## config.mk

```make
export PLATFORM = sky130hd
export DESIGN_NAME = kmpc_top
export DESIGN_NICKNAME = d
export VERILOG_FILES = /design/src/rtl/kmpc_pkg.sv /design/src/rtl/kmpc_reg_if.sv /design/src/rtl/kmpc_i2c_slave.sv /design/src/rtl/kmpc_pin_cell.sv /design/src/rtl/kmpc_top.sv
export SDC_FILE = /design/constraint.sdc
export NUM_CORES = 1
export LEC_CHECK = 0
export BUFFER_PORTS_ARGS = -buffer_cell sky130_fd_sc_hd__buf_2
export CORE_MARGIN = 4
export CORE_UTILIZATION = 55
export CTS_BUF_LIST = sky130_fd_sc_hd__clkbuf_8
export DETAILED_ROUTE_END_ITERATION = 6
export GPL_ROUTABILITY_DRIVEN = 0
export PLACE_DENSITY = 0.78
export REMOVE_ABC_BUFFERS = 1
export SYNTH_ARGS = -nofsm -noshare
export SYNTH_HDL_FRONTEND = slang
export SYNTH_SLANG_ARGS = --single-unit
```

## constraint.sdc

```tcl
create_clock -name ref_clk -period 1.95 [get_ports ref_clk]
set_input_delay 0.195 -clock ref_clk [delete_from_list [all_inputs] [get_ports ref_clk]]
set_output_delay 0.195 -clock ref_clk [all_outputs]
set_load 0.005 [all_outputs]
```

## src/rtl/kmpc_pkg.sv

```systemverilog
// Shared constants and types for the key matrix pin configuration block.
package kmpc_pkg;

  localparam int unsigned BYTE_W = 8;
  localparam int unsigned LINES  = 8;
  localparam int unsigned LEDS   = 4;
  localparam int unsigned LED_LO = 4;

  localparam logic [7:0] ADDR_ARRAY_SIZE = 8'h30;
  localparam logic [7:0] ADDR_LED_SELECT = 8'h31;
  localparam logic [7:0] ADDR_ROW_DIR    = 8'h34;
  localparam logic [7:0] ADDR_COL_DIR    = 8'h35;
  localparam logic [7:0] ADDR_ROW_DRIVE  = 8'h36;
  localparam logic [7:0] ADDR_COL_DRIVE  = 8'h37;

  localparam logic [7:0] RST_ARRAY_SIZE = 8'hff;
  localparam logic [7:0] RST_LED_SELECT = 8'h00;
  localparam logic [7:0] RST_ROW_DIR    = 8'h00;
  localparam logic [7:0] RST_COL_DIR    = 8'h00;
  localparam logic [7:0] RST_ROW_DRIVE  = 8'hff;
  localparam logic [7:0] RST_COL_DRIVE  = 8'h0f;

  // Writable bits of the registers with fixed-zero fields.
  localparam logic [7:0] LED_SELECT_MASK = 8'h0f;
  localparam logic [7:0] COL_DRIVE_MASK  = 8'h0f;

  localparam int unsigned ROW_CODE_LO = 4;
  localparam int unsigned COL_CODE_LO = 0;
  localparam int unsigned ALL_BIT     = 3;

  localparam logic [3:0] FRAME_BITS = 4'h8;
  localparam logic [7:0] READ_IDLE  = 8'h00;

  typedef enum logic [3:0] {
    I2C_IDLE, I2C_ADDR, I2C_ADDR_ACK, I2C_PTR, I2C_PTR_ACK,
    I2C_WDATA, I2C_WDATA_ACK, I2C_RDATA, I2C_RDATA_ACK
  } kmpc_i2c_state_type;

endpackage : kmpc_pkg

```

## src/rtl/kmpc_reg_if.sv

```systemverilog
// Register access path between the serial slave and the register file.
`timescale 1ns/1ps
interface kmpc_reg_if;
  logic       wr_stb;
  logic [7:0] addr;
  logic [7:0] wdata;
  logic [7:0] rdata;

  modport bus_side (output wr_stb, output addr, output wdata, input rdata);
  modport reg_side (input wr_stb, input addr, input wdata, output rdata);
endinterface : kmpc_reg_if

```

## src/rtl/kmpc_i2c_slave.sv

```systemverilog
// Serial two-wire register slave with auto-incrementing pointer.
`timescale 1ns/1ps
module kmpc_i2c_slave #(
  parameter logic [6:0] DEV_ADDR = 7'h2a  // Arbitrary value.
) (
  input  wire logic  ref_clk,
  input  wire logic  reset,
  input  wire logic  clk_en,
  input  wire logic  scl_in,
  input  wire logic  sda_in,
  output logic       sda_oe,
  kmpc_reg_if.bus_side rif
);
  import kmpc_pkg::*;

  typedef struct packed {
    kmpc_i2c_state_type st;
    logic               scl_p;
    logic               sda_p;
    logic [7:0]         sh;
    logic [3:0]         cnt;
    logic               rw;
    logic               nack;
    logic [7:0]         ptr;
    logic               oe;
    logic               wr;
  } kmpc_i2c_type;

  localparam kmpc_i2c_type RST = '{st: I2C_IDLE, scl_p: 1'b1, sda_p: 1'b1,
                                   default: '0};
  kmpc_i2c_type q;
  kmpc_i2c_type d;
  logic         rise;
  logic         fall;
  logic         start;
  logic         stop;

  assign rise  = scl_in && !q.scl_p;
  assign fall  = !scl_in && q.scl_p;
  assign start = scl_in && q.scl_p && q.sda_p && !sda_in;
  assign stop  = scl_in && q.scl_p && !q.sda_p && sda_in;

  always_comb begin
    d       = q;
    d.scl_p = scl_in;
    d.sda_p = sda_in;
    d.wr    = 1'b0;
    if (start) begin
      d.st  = I2C_ADDR;
      d.cnt = '0;
    end else if (stop) begin
      d.st = I2C_IDLE;
    end else if (rise) begin
      unique case (q.st)
        I2C_ADDR, I2C_PTR, I2C_WDATA: begin
          d.sh  = {q.sh[6:0], sda_in};
          d.cnt = q.cnt + 4'h1;
        end
        I2C_RDATA_ACK: d.nack = sda_in;
        default: ;
      endcase
    end else if (fall) begin
      unique case (q.st)
        I2C_ADDR: if (q.cnt == FRAME_BITS) begin
          d.rw = q.sh[0];
          d.st = (q.sh[7:1] == DEV_ADDR) ? I2C_ADDR_ACK : I2C_IDLE;
        end
        I2C_PTR: if (q.cnt == FRAME_BITS) begin
          d.ptr = q.sh;
          d.st  = I2C_PTR_ACK;
        end
        I2C_WDATA: if (q.cnt == FRAME_BITS) begin
          d.wr = 1'b1;
          d.st = I2C_WDATA_ACK;
        end
        I2C_ADDR_ACK, I2C_RDATA_ACK: begin
          d.cnt = '0;
          if (q.st == I2C_RDATA_ACK && q.nack) begin
            d.st = I2C_IDLE;
          end else if (q.rw) begin
            // Each byte sent moves the pointer on, so bursts stream.
            d.sh  = rif.rdata;
            d.ptr = q.ptr + 8'h01;
            d.st  = I2C_RDATA;
          end else begin
            d.st = I2C_PTR;
          end
        end
        I2C_PTR_ACK: begin
          d.cnt = '0;
          d.st  = I2C_WDATA;
        end
        I2C_WDATA_ACK: begin
          d.cnt = '0;
          d.ptr = q.ptr + 8'h01;
          d.st  = I2C_WDATA;
        end
        I2C_RDATA: begin
          d.sh  = {q.sh[6:0], 1'b0};
          d.cnt = q.cnt + 4'h1;
          if (q.cnt == FRAME_BITS - 4'h1) begin
            d.st = I2C_RDATA_ACK;
          end
        end
        default: ;
      endcase
    end
    d.oe = (d.st == I2C_ADDR_ACK) || (d.st == I2C_PTR_ACK) ||
           (d.st == I2C_WDATA_ACK) || (d.st == I2C_RDATA && !d.sh[7]);
  end

  always_ff @(posedge ref_clk) begin
    if (reset) begin
      q <= RST;
    end else if (clk_en) begin
      q <= d;
    end
  end

  assign sda_oe    = q.oe;
  assign rif.wr_stb = q.wr;
  assign rif.addr   = q.ptr;
  assign rif.wdata  = q.sh;
endmodule : kmpc_i2c_slave

```

## src/rtl/kmpc_pin_cell.sv

```systemverilog
// Function decode for one matrix line.
`timescale 1ns/1ps
module kmpc_pin_cell #(
  parameter bit HAS_LED = 1'b0
) (
  input  wire logic in_scan,
  input  wire logic dir_out,
  input  wire logic mode_pp,
  input  wire logic led_sel,
  output logic      key_scan,
  output logic      out_en,
  output logic      push_pull,
  output logic      led_drive
);
  // The LED driver wins over the direction bit on lines that have one.
  assign key_scan  = in_scan;
  assign led_drive = HAS_LED && !in_scan && led_sel;
  assign out_en    = !in_scan && !led_drive && dir_out;
  assign push_pull = out_en && mode_pp;
endmodule : kmpc_pin_cell

```

## src/rtl/kmpc_top.sv

```systemverilog
// Key matrix pin configuration: register file and per-line function decode.
//
// Overview of operation
// The row code in the array-size upper nibble enables rows 0 to n-1, and its top bit enables all eight.
// The column code in the lower nibble enables columns 0 to n-1, and its bit 3 enables all eight.
// A zero code in either nibble takes all rows or all columns out of key scanning.
// LED-select bits 3 to 0 pick LED drive for columns 7 to 4, zero meaning GPIO, upper bits reading zero.
// The row direction register makes row pin n an output when bit n is one and resets to all inputs.
// The column direction register does the same for columns and resets to all inputs.
// A drive bit of one gives push-pull and zero open-drain, rows in one register and columns in the other.
// Columns 7 to 4 are always open-drain and the upper column drive bits ignore writes and stay zero.
// Lines outside the key array take the GPIO or LED function set by direction, drive and LED select.
`timescale 1ns/1ps
module kmpc_top #(
  parameter logic [6:0] DEV_ADDR = 7'h2a  // Arbitrary value.
) (
  input  wire logic                        ref_clk,
  input  wire logic                        reset,
  input  wire logic                        clk_en,
  input  wire logic                        scl_in,
  input  wire logic                        sda_in,
  output logic                             sda_out,
  output logic                             sda_oe,
  output logic [kmpc_pkg::LINES-1:0]       row_key_scan,
  output logic [kmpc_pkg::LINES-1:0]       col_key_scan,
  output logic [kmpc_pkg::LINES-1:0]       row_out_en,
  output logic [kmpc_pkg::LINES-1:0]       col_out_en,
  output logic [kmpc_pkg::LINES-1:0]       row_push_pull,
  output logic [kmpc_pkg::LINES-1:0]       col_push_pull,
  output logic [kmpc_pkg::LEDS-1:0]        col_led_drive
);
  import kmpc_pkg::*;

  typedef struct packed {
    logic [7:0] array_size;
    logic [7:0] led_select;
    logic [7:0] row_dir;
    logic [7:0] col_dir;
    logic [7:0] row_drive;
    logic [7:0] col_drive;
    logic [7:0] row_key;
    logic [7:0] col_key;
    logic [7:0] row_oe;
    logic [7:0] col_oe;
    logic [7:0] row_pp;
    logic [7:0] col_pp;
    logic [3:0] led_drv;
  } kmpc_top_type;

  // Outputs at reset follow from the reset register values: every line
  // is in the key array, so nothing is driven.
  localparam kmpc_top_type RST = '{
    array_size: RST_ARRAY_SIZE,
    led_select: RST_LED_SELECT,
    row_dir:    RST_ROW_DIR,
    col_dir:    RST_COL_DIR,
    row_drive:  RST_ROW_DRIVE,
    col_drive:  RST_COL_DRIVE,
    row_key:    8'hff,
    col_key:    8'hff,
    default:    '0
  };

  kmpc_top_type q;
  kmpc_top_type d;
  kmpc_reg_if   rif ();
  logic [7:0]   row_span;
  logic [7:0]   col_span;
  logic [7:0]   row_key_c;
  logic [7:0]   col_key_c;
  logic [7:0]   row_oe_c;
  logic [7:0]   col_oe_c;
  logic [7:0]   row_pp_c;
  logic [7:0]   col_pp_c;
  logic [7:0]   row_led_c;
  logic [7:0]   col_led_c;

  // A zero code yields an empty span and the top bit overrides the rest.
  function automatic logic [7:0] kmpc_span(input logic [3:0] code);
    logic [7:0] span;
    span = 8'h00;
    if (code[ALL_BIT]) begin
      span = 8'hff;
    end else begin
      span = (8'h01 << code[2:0]) - 8'h01;
    end
    return span;
  endfunction : kmpc_span

  kmpc_i2c_slave #(
    .DEV_ADDR (DEV_ADDR)
  ) u_i2c (
    .ref_clk (ref_clk),
    .reset   (reset),
    .clk_en  (clk_en),
    .scl_in  (scl_in),
    .sda_in  (sda_in),
    .sda_oe  (sda_oe),
    .rif     (rif.bus_side)
  );

  // The bus line is only ever pulled low; the pad's pull-up makes the one.
  assign sda_out = 1'b0;

  assign row_span = kmpc_span(q.array_size[ROW_CODE_LO +: 4]);
  assign col_span = kmpc_span(q.array_size[COL_CODE_LO +: 4]);

  for (genvar i = 0; i < LINES; i++) begin : g_line
    kmpc_pin_cell #(
      .HAS_LED (1'b0)
    ) u_row (
      .in_scan   (row_span[i]),
      .dir_out   (q.row_dir[i]),
      .mode_pp   (q.row_drive[i]),
      .led_sel   (1'b0),
      .key_scan  (row_key_c[i]),
      .out_en    (row_oe_c[i]),
      .push_pull (row_pp_c[i]),
      .led_drive (row_led_c[i])
    );
    kmpc_pin_cell #(
      .HAS_LED (i >= LED_LO)
    ) u_col (
      .in_scan   (col_span[i]),
      .dir_out   (q.col_dir[i]),
      .mode_pp   (q.col_drive[i]),
      .led_sel   (q.led_select[(i - LED_LO) % LEDS]),
      .key_scan  (col_key_c[i]),
      .out_en    (col_oe_c[i]),
      .push_pull (col_pp_c[i]),
      .led_drive (col_led_c[i])
    );
  end

  always_comb begin
    d = q;
    if (rif.wr_stb) begin
      unique case (rif.addr)
        ADDR_ARRAY_SIZE: d.array_size = rif.wdata;
        ADDR_LED_SELECT: d.led_select = rif.wdata & LED_SELECT_MASK;
        ADDR_ROW_DIR:    d.row_dir    = rif.wdata;
        ADDR_COL_DIR:    d.col_dir    = rif.wdata;
        ADDR_ROW_DRIVE:  d.row_drive  = rif.wdata;
        ADDR_COL_DRIVE:  d.col_drive  = rif.wdata & COL_DRIVE_MASK;
        default: ;
      endcase
    end
    d.row_key = row_key_c;
    d.col_key = col_key_c;
    d.row_oe  = row_oe_c;
    d.col_oe  = col_oe_c;
    d.row_pp  = row_pp_c;
    d.col_pp  = col_pp_c;
    d.led_drv = col_led_c[LINES-1:LED_LO];
  end

  always_comb begin
    unique case (rif.addr)
      ADDR_ARRAY_SIZE: rif.rdata = q.array_size;
      ADDR_LED_SELECT: rif.rdata = q.led_select;
      ADDR_ROW_DIR:    rif.rdata = q.row_dir;
      ADDR_COL_DIR:    rif.rdata = q.col_dir;
      ADDR_ROW_DRIVE:  rif.rdata = q.row_drive;
      ADDR_COL_DRIVE:  rif.rdata = q.col_drive;
      default:         rif.rdata = READ_IDLE;
    endcase
  end

  always_ff @(posedge ref_clk) begin
    if (reset) begin
      q <= RST;
    end else if (clk_en) begin
      q <= d;
    end
  end

  assign row_key_scan  = q.row_key;
  assign col_key_scan  = q.col_key;
  assign row_out_en    = q.row_oe;
  assign col_out_en    = q.col_oe;
  assign row_push_pull = q.row_pp;
  assign col_push_pull = q.col_pp;
  assign col_led_drive = q.led_drv;

  AST_ROW_ALL: assert property (
    @(posedge ref_clk) disable iff (reset)
    clk_en && q.array_size[7] |=> row_key_scan == 8'hff)
    else $error("Row all-scan code did not enable all rows.");

  AST_ROW_SPAN: assert property (
    @(posedge ref_clk) disable iff (reset)
    clk_en && q.array_size[7:4] == 4'h3 |=> row_key_scan == 8'h07)
    else $error("Row code three did not enable rows zero to two.");

  AST_COL_SPAN: assert property (
    @(posedge ref_clk) disable iff (reset)
    clk_en && q.array_size[3:0] == 4'h5 |=> col_key_scan == 8'h1f)
    else $error("Column code five did not enable columns zero to four.");

  AST_COL_ALL: assert property (
    @(posedge ref_clk) disable iff (reset)
    clk_en && q.array_size[3] |=> col_key_scan == 8'hff)
    else $error("Column all-scan code did not enable all columns.");

  AST_ZERO_CODE: assert property (
    @(posedge ref_clk) disable iff (reset)
    clk_en && q.array_size == 8'h00 |=>
      row_key_scan == 8'h00 && col_key_scan == 8'h00)
    else $error("Zero code left lines in the key array.");

  AST_LED_RESERVED: assert property (
    @(posedge ref_clk) disable iff (reset)
    q.led_select[7:4] == 4'h0)
    else $error("Reserved LED select bits are not zero.");

  AST_LED_DRIVE: assert property (
    @(posedge ref_clk) disable iff (reset)
    clk_en && q.led_select[3] && !col_span[7] |=>
      col_led_drive[3] && !col_out_en[7])
    else $error("Column seven did not take the LED function.");

  AST_ROW_DIR: assert property (
    @(posedge ref_clk) disable iff (reset)
    clk_en |=> row_out_en == ($past(q.row_dir) & ~$past(row_span)))
    else $error("Row output enables do not follow direction and span.");

  AST_COL_DIR_WRITE: assert property (
    @(posedge ref_clk) disable iff (reset)
    clk_en && rif.wr_stb && rif.addr == ADDR_COL_DIR |=>
      q.col_dir == $past(rif.wdata))
    else $error("Column direction write was not stored.");

  AST_PUSH_PULL: assert property (
    @(posedge ref_clk) disable iff (reset)
    clk_en && row_oe_c[0] && q.row_drive[0] |=> row_push_pull[0])
    else $error("Row zero output did not go push-pull.");

  AST_OPEN_DRAIN_HIGH: assert property (
    @(posedge ref_clk) disable iff (reset)
    q.col_drive[7:4] == 4'h0 && col_push_pull[7:4] == 4'h0)
    else $error("Upper columns left open-drain mode.");

  AST_RELEASE: assert property (
    @(posedge ref_clk) disable iff (reset)
    clk_en && !row_span[2] && q.row_dir[2] ##1 clk_en && $stable(q) |=>
      row_out_en[2] && !row_key_scan[2])
    else $error("Row two outside the array was not released to GPIO.");

  // Register writes land one enabled cycle after the strobe.
  AST_ROW_DIR_WRITE: assert property (
    @(posedge ref_clk) disable iff (reset)
    clk_en && rif.wr_stb && rif.addr == ADDR_ROW_DIR |=>
      q.row_dir == $past(rif.wdata))
    else $error("Row direction write was not stored.");

  AST_LED_WRITE: assert property (
    @(posedge ref_clk) disable iff (reset)
    clk_en && rif.wr_stb && rif.addr == ADDR_LED_SELECT |=>
      q.led_select == {4'h0, $past(rif.wdata[3:0])})
    else $error("LED select write did not clear the reserved bits.");

  AST_ROW_DRIVE_WRITE: assert property (
    @(posedge ref_clk) disable iff (reset)
    clk_en && rif.wr_stb && rif.addr == ADDR_ROW_DRIVE |=>
      q.row_drive == $past(rif.wdata))
    else $error("Row drive write was not stored.");

  AST_COL_DRIVE_WRITE: assert property (
    @(posedge ref_clk) disable iff (reset)
    clk_en && rif.wr_stb && rif.addr == ADDR_COL_DRIVE |=>
      q.col_drive == {4'h0, $past(rif.wdata[3:0])})
    else $error("Upper column drive bits took a write.");

  AST_COL_DIR: assert property (
    @(posedge ref_clk) disable iff (reset)
    clk_en |=> col_out_en == ($past(q.col_dir) & ~$past(col_span) &
      ~{$past(q.led_select[3:0]), 4'h0}))
    else $error("Column output enables do not follow direction and span.");

  AST_COL_PUSH_PULL: assert property (
    @(posedge ref_clk) disable iff (reset)
    clk_en && col_oe_c[1] && q.col_drive[1] |=> col_push_pull[1])
    else $error("Column one output did not go push-pull.");

  AST_OPEN_DRAIN_ROW: assert property (
    @(posedge ref_clk) disable iff (reset)
    clk_en && row_oe_c[3] && !q.row_drive[3] |=>
      row_out_en[3] && !row_push_pull[3])
    else $error("Row three output did not stay open-drain.");

  AST_ROW_ZERO: assert property (
    @(posedge ref_clk) disable iff (reset)
    clk_en && q.array_size[7:4] == 4'h0 |=> row_key_scan == 8'h00)
    else $error("Row code zero left rows in the key array.");

  AST_COL_ZERO: assert property (
    @(posedge ref_clk) disable iff (reset)
    clk_en && q.array_size[3:0] == 4'h0 |=> col_key_scan == 8'h00)
    else $error("Column code zero left columns in the key array.");

  AST_COL_RELEASE: assert property (
    @(posedge ref_clk) disable iff (reset)
    clk_en && !col_span[6] && !q.led_select[2] && q.col_dir[6] |=>
      col_out_en[6] && !col_key_scan[6])
    else $error("Column six outside the array was not released to GPIO.");

  AST_SCAN_WINS: assert property (
    @(posedge ref_clk) disable iff (reset)
    clk_en && row_span[1] |=> row_key_scan[1] && !row_out_en[1])
    else $error("Row one in the key array was driven as an output.");

  AST_ROW_ONE: assert property (
    @(posedge ref_clk) disable iff (reset)
    clk_en && q.array_size[7:4] == 4'h1 |=> row_key_scan == 8'h01)
    else $error("Row code one did not enable row zero alone.");

endmodule : kmpc_top

```

==> reports/metrics.csv, run 1 <==
metric,value,unit
largest family of logic cells by synthesized area,simple AND/OR/NAND/NOR gates,
crit-path max cell delay,350,ps
crit path cell chain,"inv_2, ha_4, nand2b_4, buf_6, nor3_4, buf_4, mux2i_2, buf_4, nor3_2, a21oi_1, nor2_1",
pre-CTS WS,-94.66,ps
ant diodes,0,
Bufs and invs on worst path,4,
total congestion overflow,0,
Residual DRC,0,
main flop type after synthesis,dfxtp_1,
Placed Area,6326,sq um
Hold Crit Depth,3,
Post-Syn Area per Cell,8.065,sq um
RSZ-0062 raised after global routing,yes,
cell mode on critical path,buf_4,
Die X,113.1,um
I/O pin total,59,
Nets,799,
Max VDD drop,0.0004719,V
total area of sequential cells,2379,sq um
R2R depth,11,
CP Capture Type,flop,
final-report max-slew violation count,0,
startpoint of the most critical hold path,scl_in,
H-tree Lvls,4,
utilization after layout,0.6539,
outcome,"finished, violations left",
DR WL/cell,18.34,um
Synth Area in Compound Gates,0.2023,
Area Growth Syn to Fin,16.56,%
final worst setup slack,-94.59,ps
post-synthesis simple-gate area fraction,0.2276,
Clock Path Buffers,2,
P_leak,2.750,nW
Max Cap Violations,0,
worst-margin pin slew,621.7,ps
Required @ worst endpoint,2280,ps
clock slew at the register clock pins of the worst setup and hold paths,80,ps
HP Class,in -> reg,
DPL Wire Length,10960,um
via/cell ratio,6.240,
gr usage total,0.2590,
CTS tree,done,
initial antenna violation count,0,
Post-DRT Antenna Nets,0,
CTS Buf Count,17,
FP Rows,38,
clock root buffer,clkbuf_8,
first-pass GRT wire length,26740,um
r2r setup slk,-90,ps
Critical Path AT,2370,ps
"Async S/R FF share, synth",0,
slew margin rel.,0.5817,
achievable clock frequency,489.1,MHz
"FF+latch count, synth",118,
Die ar.,12800,sq um
Finished Cell Area,7088,sq um
slowest CP cell,dfxtp_2,
post-synthesis sequential area ratio,0.3885,
Synth area leaders,"dfxtp_1 39%, buf_4 6.8%, nand2_1 5.9%, nand3_1 4.9%, a21oi_1 4.7%",
Total Routed Length,17210,um
vias,5853,
synthesized area,6081,sq um
Core ar.,10840,sq um
vias in the first global route,5461,
xor/xnor share of the synthesized area,0.002881,
largest net degree at the start of global routing,68,
clk sinks,118,
Synth Area in Adders,0.01852,
Top Family by Delay on Critical Path,simple AND/OR/NAND/NOR gates,
final setup vio count,3,
die extent in y,113.1,um
RR Endpoint,u_i2c.q[29]$_SDFFE_PP0P_,
final hold vios,0,
end of the worst hold path,u_i2c.q[25]$_SDFFE_PP1P_,
clock latency on the worst-skew pair,450,ps
Synth warnings,0,
DR pass1 iterations,5,
pwr/cell area,705.8,nW/um^2
Post-synth EDFFs,0,
Initial Util,0.5609,
fillers,876,
Post-Synthesis Cells,754,
port bufs,53,
share of layout cells above drive strength 1,0.2657,
Unique masters post-synth,69,
min Tclk post-route,2045,ps
area of the multi-input gates,3198,sq um
DRC marker count from the first detailed-route iteration,779,
Worst Skew,11.35,ps
startpoint types,flop,
R2R Path Start,u_i2c.q[25]$_SDFFE_PP1P_,
CP Class,reg -> reg,
failing checks,negative setup slack,
mux cell area share after synthesis,0.03807,
cell accounting for the most synthesized area,dfxtp_1,
Final period util,1.049,
area share of the largest cell type after synthesis,0.3885,
largest fanout on the critical path,6,
-- flip-flops by register name (all words and copies together) (netlist names) --
register          count
col_key_scan          8
u_i2c.rif.wdata       8
row_push_pull         8
row_key_scan          8
row_out_en            8
col_led_drive         4
u_i2c.rif.wr_stb      1
u_i2c.q              12
q                    40
u_i2c.sda_oe          1
col_out_en            8
col_push_pull         4
u_i2c.rif.addr        8
-- final cells by class --
cell class | instances | share of cell area
multi-input cells | 508 | 0.4512
clock buffers | 19 | 0.03689
inverters | 15 | 0.007944
well taps | 140 | 0.02471
clock inverters | 13 | 0.01871
repair buffers | 125 | 0.1250
flip-flops and latches | 118 | 0.3356
-- how the worst max path moves through the flow --
stage | from | end | slack (ps) | depth (start not counted)
floorplan | u_i2c.q[27]$_SDFFE_PP0P_ | u_i2c.rif.addr[1]$_SDFFE_PP0P_ | -230 | 5
global placement | u_i2c.q[29]$_SDFFE_PP0P_ | u_i2c.rif.wdata[0]$_SDFFE_PP0P_ | -50 | 7
detailed placement | u_i2c.q[29]$_SDFFE_PP0P_ | u_i2c.rif.wdata[4]$_SDFFE_PP0P_ | -90 | 7
CTS | u_i2c.q[29]$_SDFFE_PP0P_ | u_i2c.rif.wdata[0]$_SDFFE_PP0P_ | -50 | 8
global route | u_i2c.q[25]$_SDFFE_PP1P_ | u_i2c.q[29]$_SDFFE_PP0P_ | -200 | 11
finish | u_i2c.q[25]$_SDFFE_PP1P_ | u_i2c.q[29]$_SDFFE_PP0P_ | -90 | 11
-- per-layer routing --
metal | vias up | share of wire | global-route usage
li1 | 2679 | - | -
met1 | 2739 | 0.39 | 0.3172
met2 | 359 | 0.47 | 0.4107
met3 | 76 | 0.093 | 0.06471
met4 | 0 | 0.046 | 0.1546
met5 | - | 0 | 0
-- cell usage in the layout, fill, tap and decap left out, types with 4 or more instances in the layout --
master	count
dfxtp_1	111
nand2_1	93
nor2_1	61
nand3_1	60
buf_4	59
a21oi_1	56
buf_2	53
o21ai_0	27
mux2i_1	21
clkbuf_8	19
a22oi_1	16
inv_1	13
buf_6	10
a32oi_1	9
a31oi_1	8
a211oi_2	8
o21a_1	7
nor3_1	6
nor2b_1	6
nand3b_1	6
nand2b_1	5
nor4_1	5
nor3b_1	5
nand4_1	5
conb_1	5
a211oi_1	4
o21ai_1	4
o2111ai_1	4
a222oi_1	4
a221oi_1	4
ha_2	4
clkinv_2	4
dfxtp_2	4
-- worst register-to-register path, cell delays in order, from the launching register on --
cell and delay, ps:
dfxtp_2 350, inv_2 60, ha_4 150, nand2b_4 150
buf_6 130, nor3_4 260, buf_4 170, mux2i_2 230
buf_4 150, nor3_2 30, a21oi_1 170, nor2_1 80
-- synthesized netlist by cell type (all sizes together), types with 13 or more instances --
cell / instances
a22oi: 16
dfxtp: 118
mux2i: 22
nand3: 60
clkbuf: 42
inv: 15
a211oi: 13
buf: 76
nand2: 96
o21ai: 31
nor2: 62
a21oi: 57
-- kinds of logic after synthesis --
logic type | count (synthesis)
muxes | 23
other | 1
adders and majority gates | 9
and+or+nand+nor | 285
xor gates and xnor gates | 2
AOI/OAI and AO/OA | 183
DFF | 118
buffers and inverters | 133
-- power breakdown --
group / internal, mW / switching [mW] / leakage, nW
Sequential: 2.42 / 0.0173 / 0.957
Combinational: 0.142 / 0.228 / 1.59
Clock: 1.19 / 1.00 / 0.199
-- timing repair --
action	4_1_cts	5_1_grt
pin swaps	7	21
resized for setup	19	50
endpoints found under the setup margin	47	35
setup buffers	6	8
gates cloned	1	1
hold buffers	0	0
hold endpoints to repair	0	0
-- metrics by stage --
step	hold WS [ps]	total power [mW]	cells	TNS, ps
finish	65.37	5.003	938	-175.6
global route	56.68	5.171	938	-939.9
CTS	5.674	4.967	930	-164.0
detailed placement	443.4	2.790	891	-2041
global placement	433.4	2.782	891	-238.9
floorplan	259.6	2.634	640	-3827
(Power assumes the default switching activity.)
==> inputs of run 2 (changes only) <==
Settings changed: SKIP_CTS_REPAIR_TIMING set to 1.
==> reports/metrics.csv, run 2 (synthesis gave the netlist of run 1 again) <==
metric,value,unit,change
outcome,"finished, violations left",,unchanged
failing checks,"design-rule violations, negative setup slack",,was negative setup slack
slowest CP cell,or4b_1,,was dfxtp_2
H-tree Lvls,4,,unchanged
area of the multi-input gates,3239,sq um,was 3198 sq um
fillers,886,,was 876
Tot Pwr,4.995,mW,was 5.003 mW
Bufs and invs on worst path,0,,was 4
total area of sequential cells,2380,sq um,was 2379 sq um
logic gate share of total power,0.073,,was 0.074
Finished Cell Area,7091,sq um,was 7088 sq um
clk sinks,118,,unchanged
Die X,113.1,um,unchanged
clock latency on the worst-skew pair,450,ps,about the same
R2R depth,6,,was 11
pre-CTS WS,-94.66,ps,unchanged
max reg flops,40,,unchanged
"most common cell after layout, fill and taps aside",dfxtp_1,,unchanged
end of the worst hold path,u_i2c.q[24]$_SDFFE_PP1P_,,was u_i2c.q[25]$_SDFFE_PP1P_
final setup vio count,11,,was 3
Setup TNS,-475.3,ps,was -175.6 ps
CTS tree,done,,unchanged
Largest Register,q,,unchanged
R2R Path Start,u_i2c.q[27]$_SDFFE_PP0P_,,was u_i2c.q[25]$_SDFFE_PP1P_
cell mode on critical path,o21ai_0,,was buf_4
CTS Buf Count,17,,unchanged
Psw,1.244,mW,was 1.250 mW
Total Routed Length,16780,um,was 17210 um
startpoint types,flop,,unchanged
HP Class,in -> reg,,unchanged
share of layout cells above drive strength 1,0.2610,,was 0.2657
Initial Util,0.5609,,unchanged
r2r setup slk,-80,ps,was -90 ps
final hold vios,0,,unchanged
Required @ worst endpoint,2290,ps,was 2280 ps
CP Capture Type,flop,,unchanged
clock slew at the register clock pins of the worst setup and hold paths,70,ps,was 80 ps
pwr/cell area,704.5,nW/um^2,was 705.8 nW/um^2
final worst setup slack,-75.54,ps,was -94.59 ps
ant diodes,0,,unchanged
I/O pin total,59,,unchanged
RSZ-0062 raised after global routing,yes,,unchanged
Worst Skew,9.131,ps,was 11.35 ps
Die ar.,12800,sq um,unchanged
Top Family by Delay on Critical Path,simple AND/OR/NAND/NOR gates,,unchanged
Sequential Power Share,0.488,,was 0.487
die extent in y,113.1,um,unchanged
Internal Power,3.751,mW,was 3.753 mW
CP Class,reg -> reg,,unchanged
clock root buffer,clkbuf_8,,unchanged
crit-path max cell delay,630,ps,was 350 ps
Clock Path Buffers,2,,unchanged
Sw Ratio,0.2490,,was 0.2498
Final period util,1.039,,was 1.049
Critical Path AT,2370,ps,about the same
first-pass GRT wire length,25920,um,was 26740 um
Max VDD drop,0.0004673,V,was 0.0004719 V
Area Growth Syn to Fin,16.60,%,was 16.56%
initial antenna violation count,0,,unchanged
final-report max-slew violation count,0,,unchanged
achievable clock frequency,493.7,MHz,was 489.1 MHz
Post-DRT Antenna Nets,0,,unchanged
Placed Area,6326,sq um,unchanged
Residual DRC,1,,was 0
FP Rows,38,,unchanged
total congestion overflow,0,,unchanged
DR pass1 iterations,7,,was 5
most frequent cells in the layout,"110 x dfxtp_1, 94 x nand2_1, 60 x nand3_1, 57 x buf_4, 56 x nor2_1",,"was 111 x dfxtp_1, 93 x nand2_1, 61 x nor2_1, 60 x nand3_1, 59 x buf_4"
Nets,794,,was 799
min Tclk post-route,2026,ps,was 2045 ps
RR Endpoint,u_i2c.rif.addr[2]$_SDFFE_PP0P_,,was u_i2c.q[29]$_SDFFE_PP0P_
largest fanout on the critical path,7,,was 6
worst-margin pin slew,609.6,ps,was 621.7 ps
vias in the first global route,5336,,was 5461
Max Cap Violations,0,,unchanged
P_leak,2.733,nW,was 2.750 nW
gr usage total,0.2518,,was 0.2590
via/cell ratio,6.259,,was 6.240
DPL Wire Length,10960,um,unchanged
DRC marker count from the first detailed-route iteration,754,,was 779
clock network power share,0.439,,about the same
Hold Crit Depth,3,,unchanged
startpoint of the most critical hold path,sda_in,,was scl_in
largest net degree at the start of global routing,68,,unchanged
DR WL/cell,17.98,um,was 18.34 um
crit path cell chain,"or4b_1, a21oi_4, o221ai_4, o21ai_0, o21ai_0, and2_1",,"was inv_2, ha_4, nand2b_4, buf_6, nor3_4, buf_4, mux2i_2, buf_4, nor3_2, a21oi_1, nor2_1"
slew margin rel.,0.5899,,was 0.5817
Core ar.,10840,sq um,unchanged
port bufs,53,,unchanged
Largest regs,"q (40), u_i2c.q (12)",,unchanged
vias,5840,,was 5853
[run 2: routing by layer]
| layer | vias up | GRT usage | wire [um] |
|---|---|---|---|
| met1 | 2739 | 0.3096 | 6764 |
| met4 | 0 | 0.1442 | 718 |
| met5 | - | 0 | 0 |
| li1 | 2671 | - | - |
| met2 | 349 | 0.4021 | 7845 |
| met3 | 81 | 0.06150 | 1446 |
[run 2: worst max path at each step]
stage / startpoint / end / depth (start not counted) / slack, ps
final: u_i2c.q[27]$_SDFFE_PP0P_ / u_i2c.rif.addr[2]$_SDFFE_PP0P_ / 6 / -80
after global routing: u_i2c.q[25]$_SDFFE_PP1P_ / u_i2c.sda_oe$_SDFFE_PP0P_ / 9 / -140
after CTS: u_i2c.q[29]$_SDFFE_PP0P_ / u_i2c.rif.wdata[4]$_SDFFE_PP0P_ / 7 / -130
after detailed placement: u_i2c.q[29]$_SDFFE_PP0P_ / u_i2c.rif.wdata[4]$_SDFFE_PP0P_ / 7 / -90
after global placement: u_i2c.q[29]$_SDFFE_PP0P_ / u_i2c.rif.wdata[0]$_SDFFE_PP0P_ / 7 / -50
after floorplan: u_i2c.q[27]$_SDFFE_PP0P_ / u_i2c.rif.addr[1]$_SDFFE_PP0P_ / 5 / -230
[run 2: through the flow]
stage               cells    util  hold WS (ps)
detailed placement    891  0.5836         443.4
finish                933  0.6541         67.18
CTS                   923  0.6199         5.674
floorplan             640       -         259.6
global route          933  0.6541         57.76
global placement      891  0.5836         433.4
[run 2: area by class of cell]
cell class	count	area share
Clock inverter	13	0.01870
Multi-Input combinational cell	508	0.4569
Timing Repair Buffer	120	0.1193
Tap cell	140	0.02470
Sequential cell	118	0.3356
Clock buffer	19	0.03688
Inverter	15	0.007941
[run 2: power groups by stage]
stage	registers [mW]	clock network, mW	logic, mW
floorplan	2.50	0	0.138
global placement	2.49	0	0.291
detailed placement	2.49	0	0.299
CTS	2.44	2.22	0.300
global route	2.44	2.34	0.389
finish	2.44	2.19	0.365
[run 2: tightest hold or removal path, cell delays in order]
cell	delay [ps]
buf_2	150
mux2i_1	90
nand2_1	50
==> inputs of run 3 (changes only) <==
Settings changed: RECOVER_POWER set to 50, TNS_END_PERCENT set to 30.
==> reports/metrics.csv, run 3 (synthesis gave the netlist of run 1 again) <==
metric,value,unit,change
startpoint types,flop,,unchanged
Critical Path AT,2390,ps,was 2370 ps
Setup TNS,-393.4,ps,was -475.3 ps
clock latency on the worst-skew pair,450,ps,about the same
DR WL/cell,18.15,um,was 17.98 um
Worst Skew,8.970,ps,was 9.131 ps
Placed Instances,891,,unchanged
Worst setup startpoint,u_i2c.q[26]$_SDFFE_PP0P_,,was u_i2c.q[27]$_SDFFE_PP0P_
Initial Util,0.5609,,unchanged
min Tclk post-route,2023,ps,was 2026 ps
failing checks,negative setup slack,,"was design-rule violations, negative setup slack"
most frequent cells in the layout,"111 x dfxtp_1, 94 x nand2_1, 60 x nand3_1, 56 x a21oi_1, 56 x nor2_1",,"was 110 x dfxtp_1, 94 x nand2_1, 60 x nand3_1, 57 x buf_4, 56 x nor2_1"
CTS tree,done,,unchanged
slew margin rel.,0.09309,,was 0.5899
initial antenna violation count,0,,unchanged
final hold vios,0,,unchanged
pre-CTS WS,-94.66,ps,unchanged
final-report max-slew violation count,0,,unchanged
DR pass1 iterations,5,,was 7
R2R depth,8,,was 6
HP Class,in -> reg,,unchanged
crit-path max cell delay,510,ps,was 630 ps
crit path to,u_i2c.rif.wdata[1]$_SDFFE_PP0P_,,was u_i2c.rif.addr[2]$_SDFFE_PP0P_
largest fanout on the critical path,13,,was 7
Nets,793,,was 794
cell mode on critical path,buf_4,,was o21ai_0
DRC marker count from the first detailed-route iteration,701,,was 754
final setup vio count,9,,was 11
H-tree Lvls,4,,unchanged
Tot Pwr,4.998,mW,was 4.995 mW
Bufs and invs on worst path,3,,was 0
Largest Register,q,,unchanged
"most common cell after layout, fill and taps aside",dfxtp_1,,unchanged
Total Routed Length,16920,um,was 16780 um
Clock Path Buffers,2,,unchanged
P_leak,2.674,nW,was 2.733 nW
clock root buffer,clkbuf_8,,unchanged
pwr/cell area,710.7,nW/um^2,was 704.5 nW/um^2
clk sinks,118,,unchanged
CTS Buf Count,17,,unchanged
Final period util,1.038,,was 1.039
RR Endpoint,u_i2c.rif.wdata[1]$_SDFFE_PP0P_,,was u_i2c.rif.addr[2]$_SDFFE_PP0P_
ant diodes,0,,unchanged
largest net degree at the start of global routing,68,,unchanged
Hold Crit Depth,3,,unchanged
via/cell ratio,6.260,,was 6.259
Required @ worst endpoint,2320,ps,was 2290 ps
first-pass GRT wire length,25920,um,unchanged
Worst path depth,8,,was 6
Max VDD drop,0.0004690,V,was 0.0004673 V
share of layout cells above drive strength 1,0.2336,,was 0.2610
total congestion overflow,0,,unchanged
port bufs,53,,unchanged
fillers,902,,was 886
vias in the first global route,5336,,unchanged
clock slew at the register clock pins of the worst setup and hold paths,70,ps,about the same
outcome,"finished, violations left",,unchanged
Area Growth Syn to Fin,15.66,%,was 16.60%
Largest regs,"q (40), u_i2c.q (12)",,unchanged
gr usage total,0.2518,,unchanged
DPL Wire Length,10960,um,unchanged
R2R Path Start,u_i2c.q[26]$_SDFFE_PP0P_,,was u_i2c.q[27]$_SDFFE_PP0P_
CP Capture Type,flop,,unchanged
r2r setup slk,-70,ps,was -80 ps
die extent in y,113.1,um,unchanged
Core ar.,10840,sq um,unchanged
Residual DRC,0,,was 1
I/O pin total,59,,unchanged
Die X,113.1,um,unchanged
Top Family by Delay on Critical Path,buffers and inverters,,was simple AND/OR/NAND/NOR gates
final worst setup slack,-73.32,ps,was -75.54 ps
crit path cell chain,"buf_4, nor2b_1, a21boi_1, nor4_4, buf_4, buf_12, nor2_1, a211oi_1",,"was or4b_1, a21oi_4, o221ai_4, o21ai_0, o21ai_0, and2_1"
FP Rows,38,,unchanged
utilization after layout,0.6488,,was 0.6541
worst-margin pin slew,1360,ps,was 609.6 ps
CP Class,reg -> reg,,unchanged
RSZ-0062 raised after global routing,yes,,unchanged
Max Cap Violations,0,,unchanged
slowest CP cell,dfxtp_2,,was or4b_1
Finished Layout Cells,932,,was 933
vias,5834,,was 5840
max reg flops,40,,unchanged
Die ar.,12800,sq um,unchanged
achievable clock frequency,494.2,MHz,was 493.7 MHz
Post-DRT Antenna Nets,0,,unchanged
-- run 3: worst min path at each step --
stage,startpoint,to
floorplan,reset,u_i2c.rif.wdata[4]$_SDFFE_PP0P_
global placement,col_key_scan[5]$_SDFFE_PP1P_,col_key_scan[5]$_SDFFE_PP1P_
detailed placement,col_key_scan[5]$_SDFFE_PP1P_,col_key_scan[5]$_SDFFE_PP1P_
CTS,scl_in,u_i2c.q[25]$_SDFFE_PP1P_
global route,scl_in,u_i2c.q[25]$_SDFFE_PP1P_
finish,scl_in,u_i2c.q[25]$_SDFFE_PP1P_
-- run 3: final cells by class --
cell class                      count  area (sq um)  share of cell area
Sequential cell                   118          2374              0.3375
Multi-Input combinational cell    508          3217              0.4574
Inverter                           15         56.30            0.008006
Timing Repair Buffer              119         817.0              0.1162
Clock buffer                       19         261.5             0.03718
Tap cell                          140         175.2             0.02491
Clock inverter                     13         132.6             0.01886
-- run 3: metal layers --
metal | GRT usage | vias to the layer above | share of wire
li1 | - | 2670 | -
met1 | 0.3096 | 2728 | 0.40
met2 | 0.4021 | 350 | 0.47
met3 | 0.06150 | 86 | 0.089
met4 | 0.1442 | 0 | 0.043
met5 | 0 | - | 0
-- run 3: where the power goes --
part           internal, mW  leakage, nW  switching, mW
Sequential             2.42        0.956         0.0176
Combinational         0.135         1.52          0.225
Clock                  1.19        0.199           1.01
-- run 3: tightest hold or removal path, stage by stage --
cell,delay (ps)
buf_2,140
nand2_1,70
o211ai_1,70
-- run 3: per-stage QoR --
stage               hold slack (ps)  instance area [sq um]
floorplan                     259.6                   5413
global placement              433.4                   6326
detailed placement            443.4                   6326
CTS                           5.674                   6720
global route                  57.76                   7033
finish                        62.51                   7033
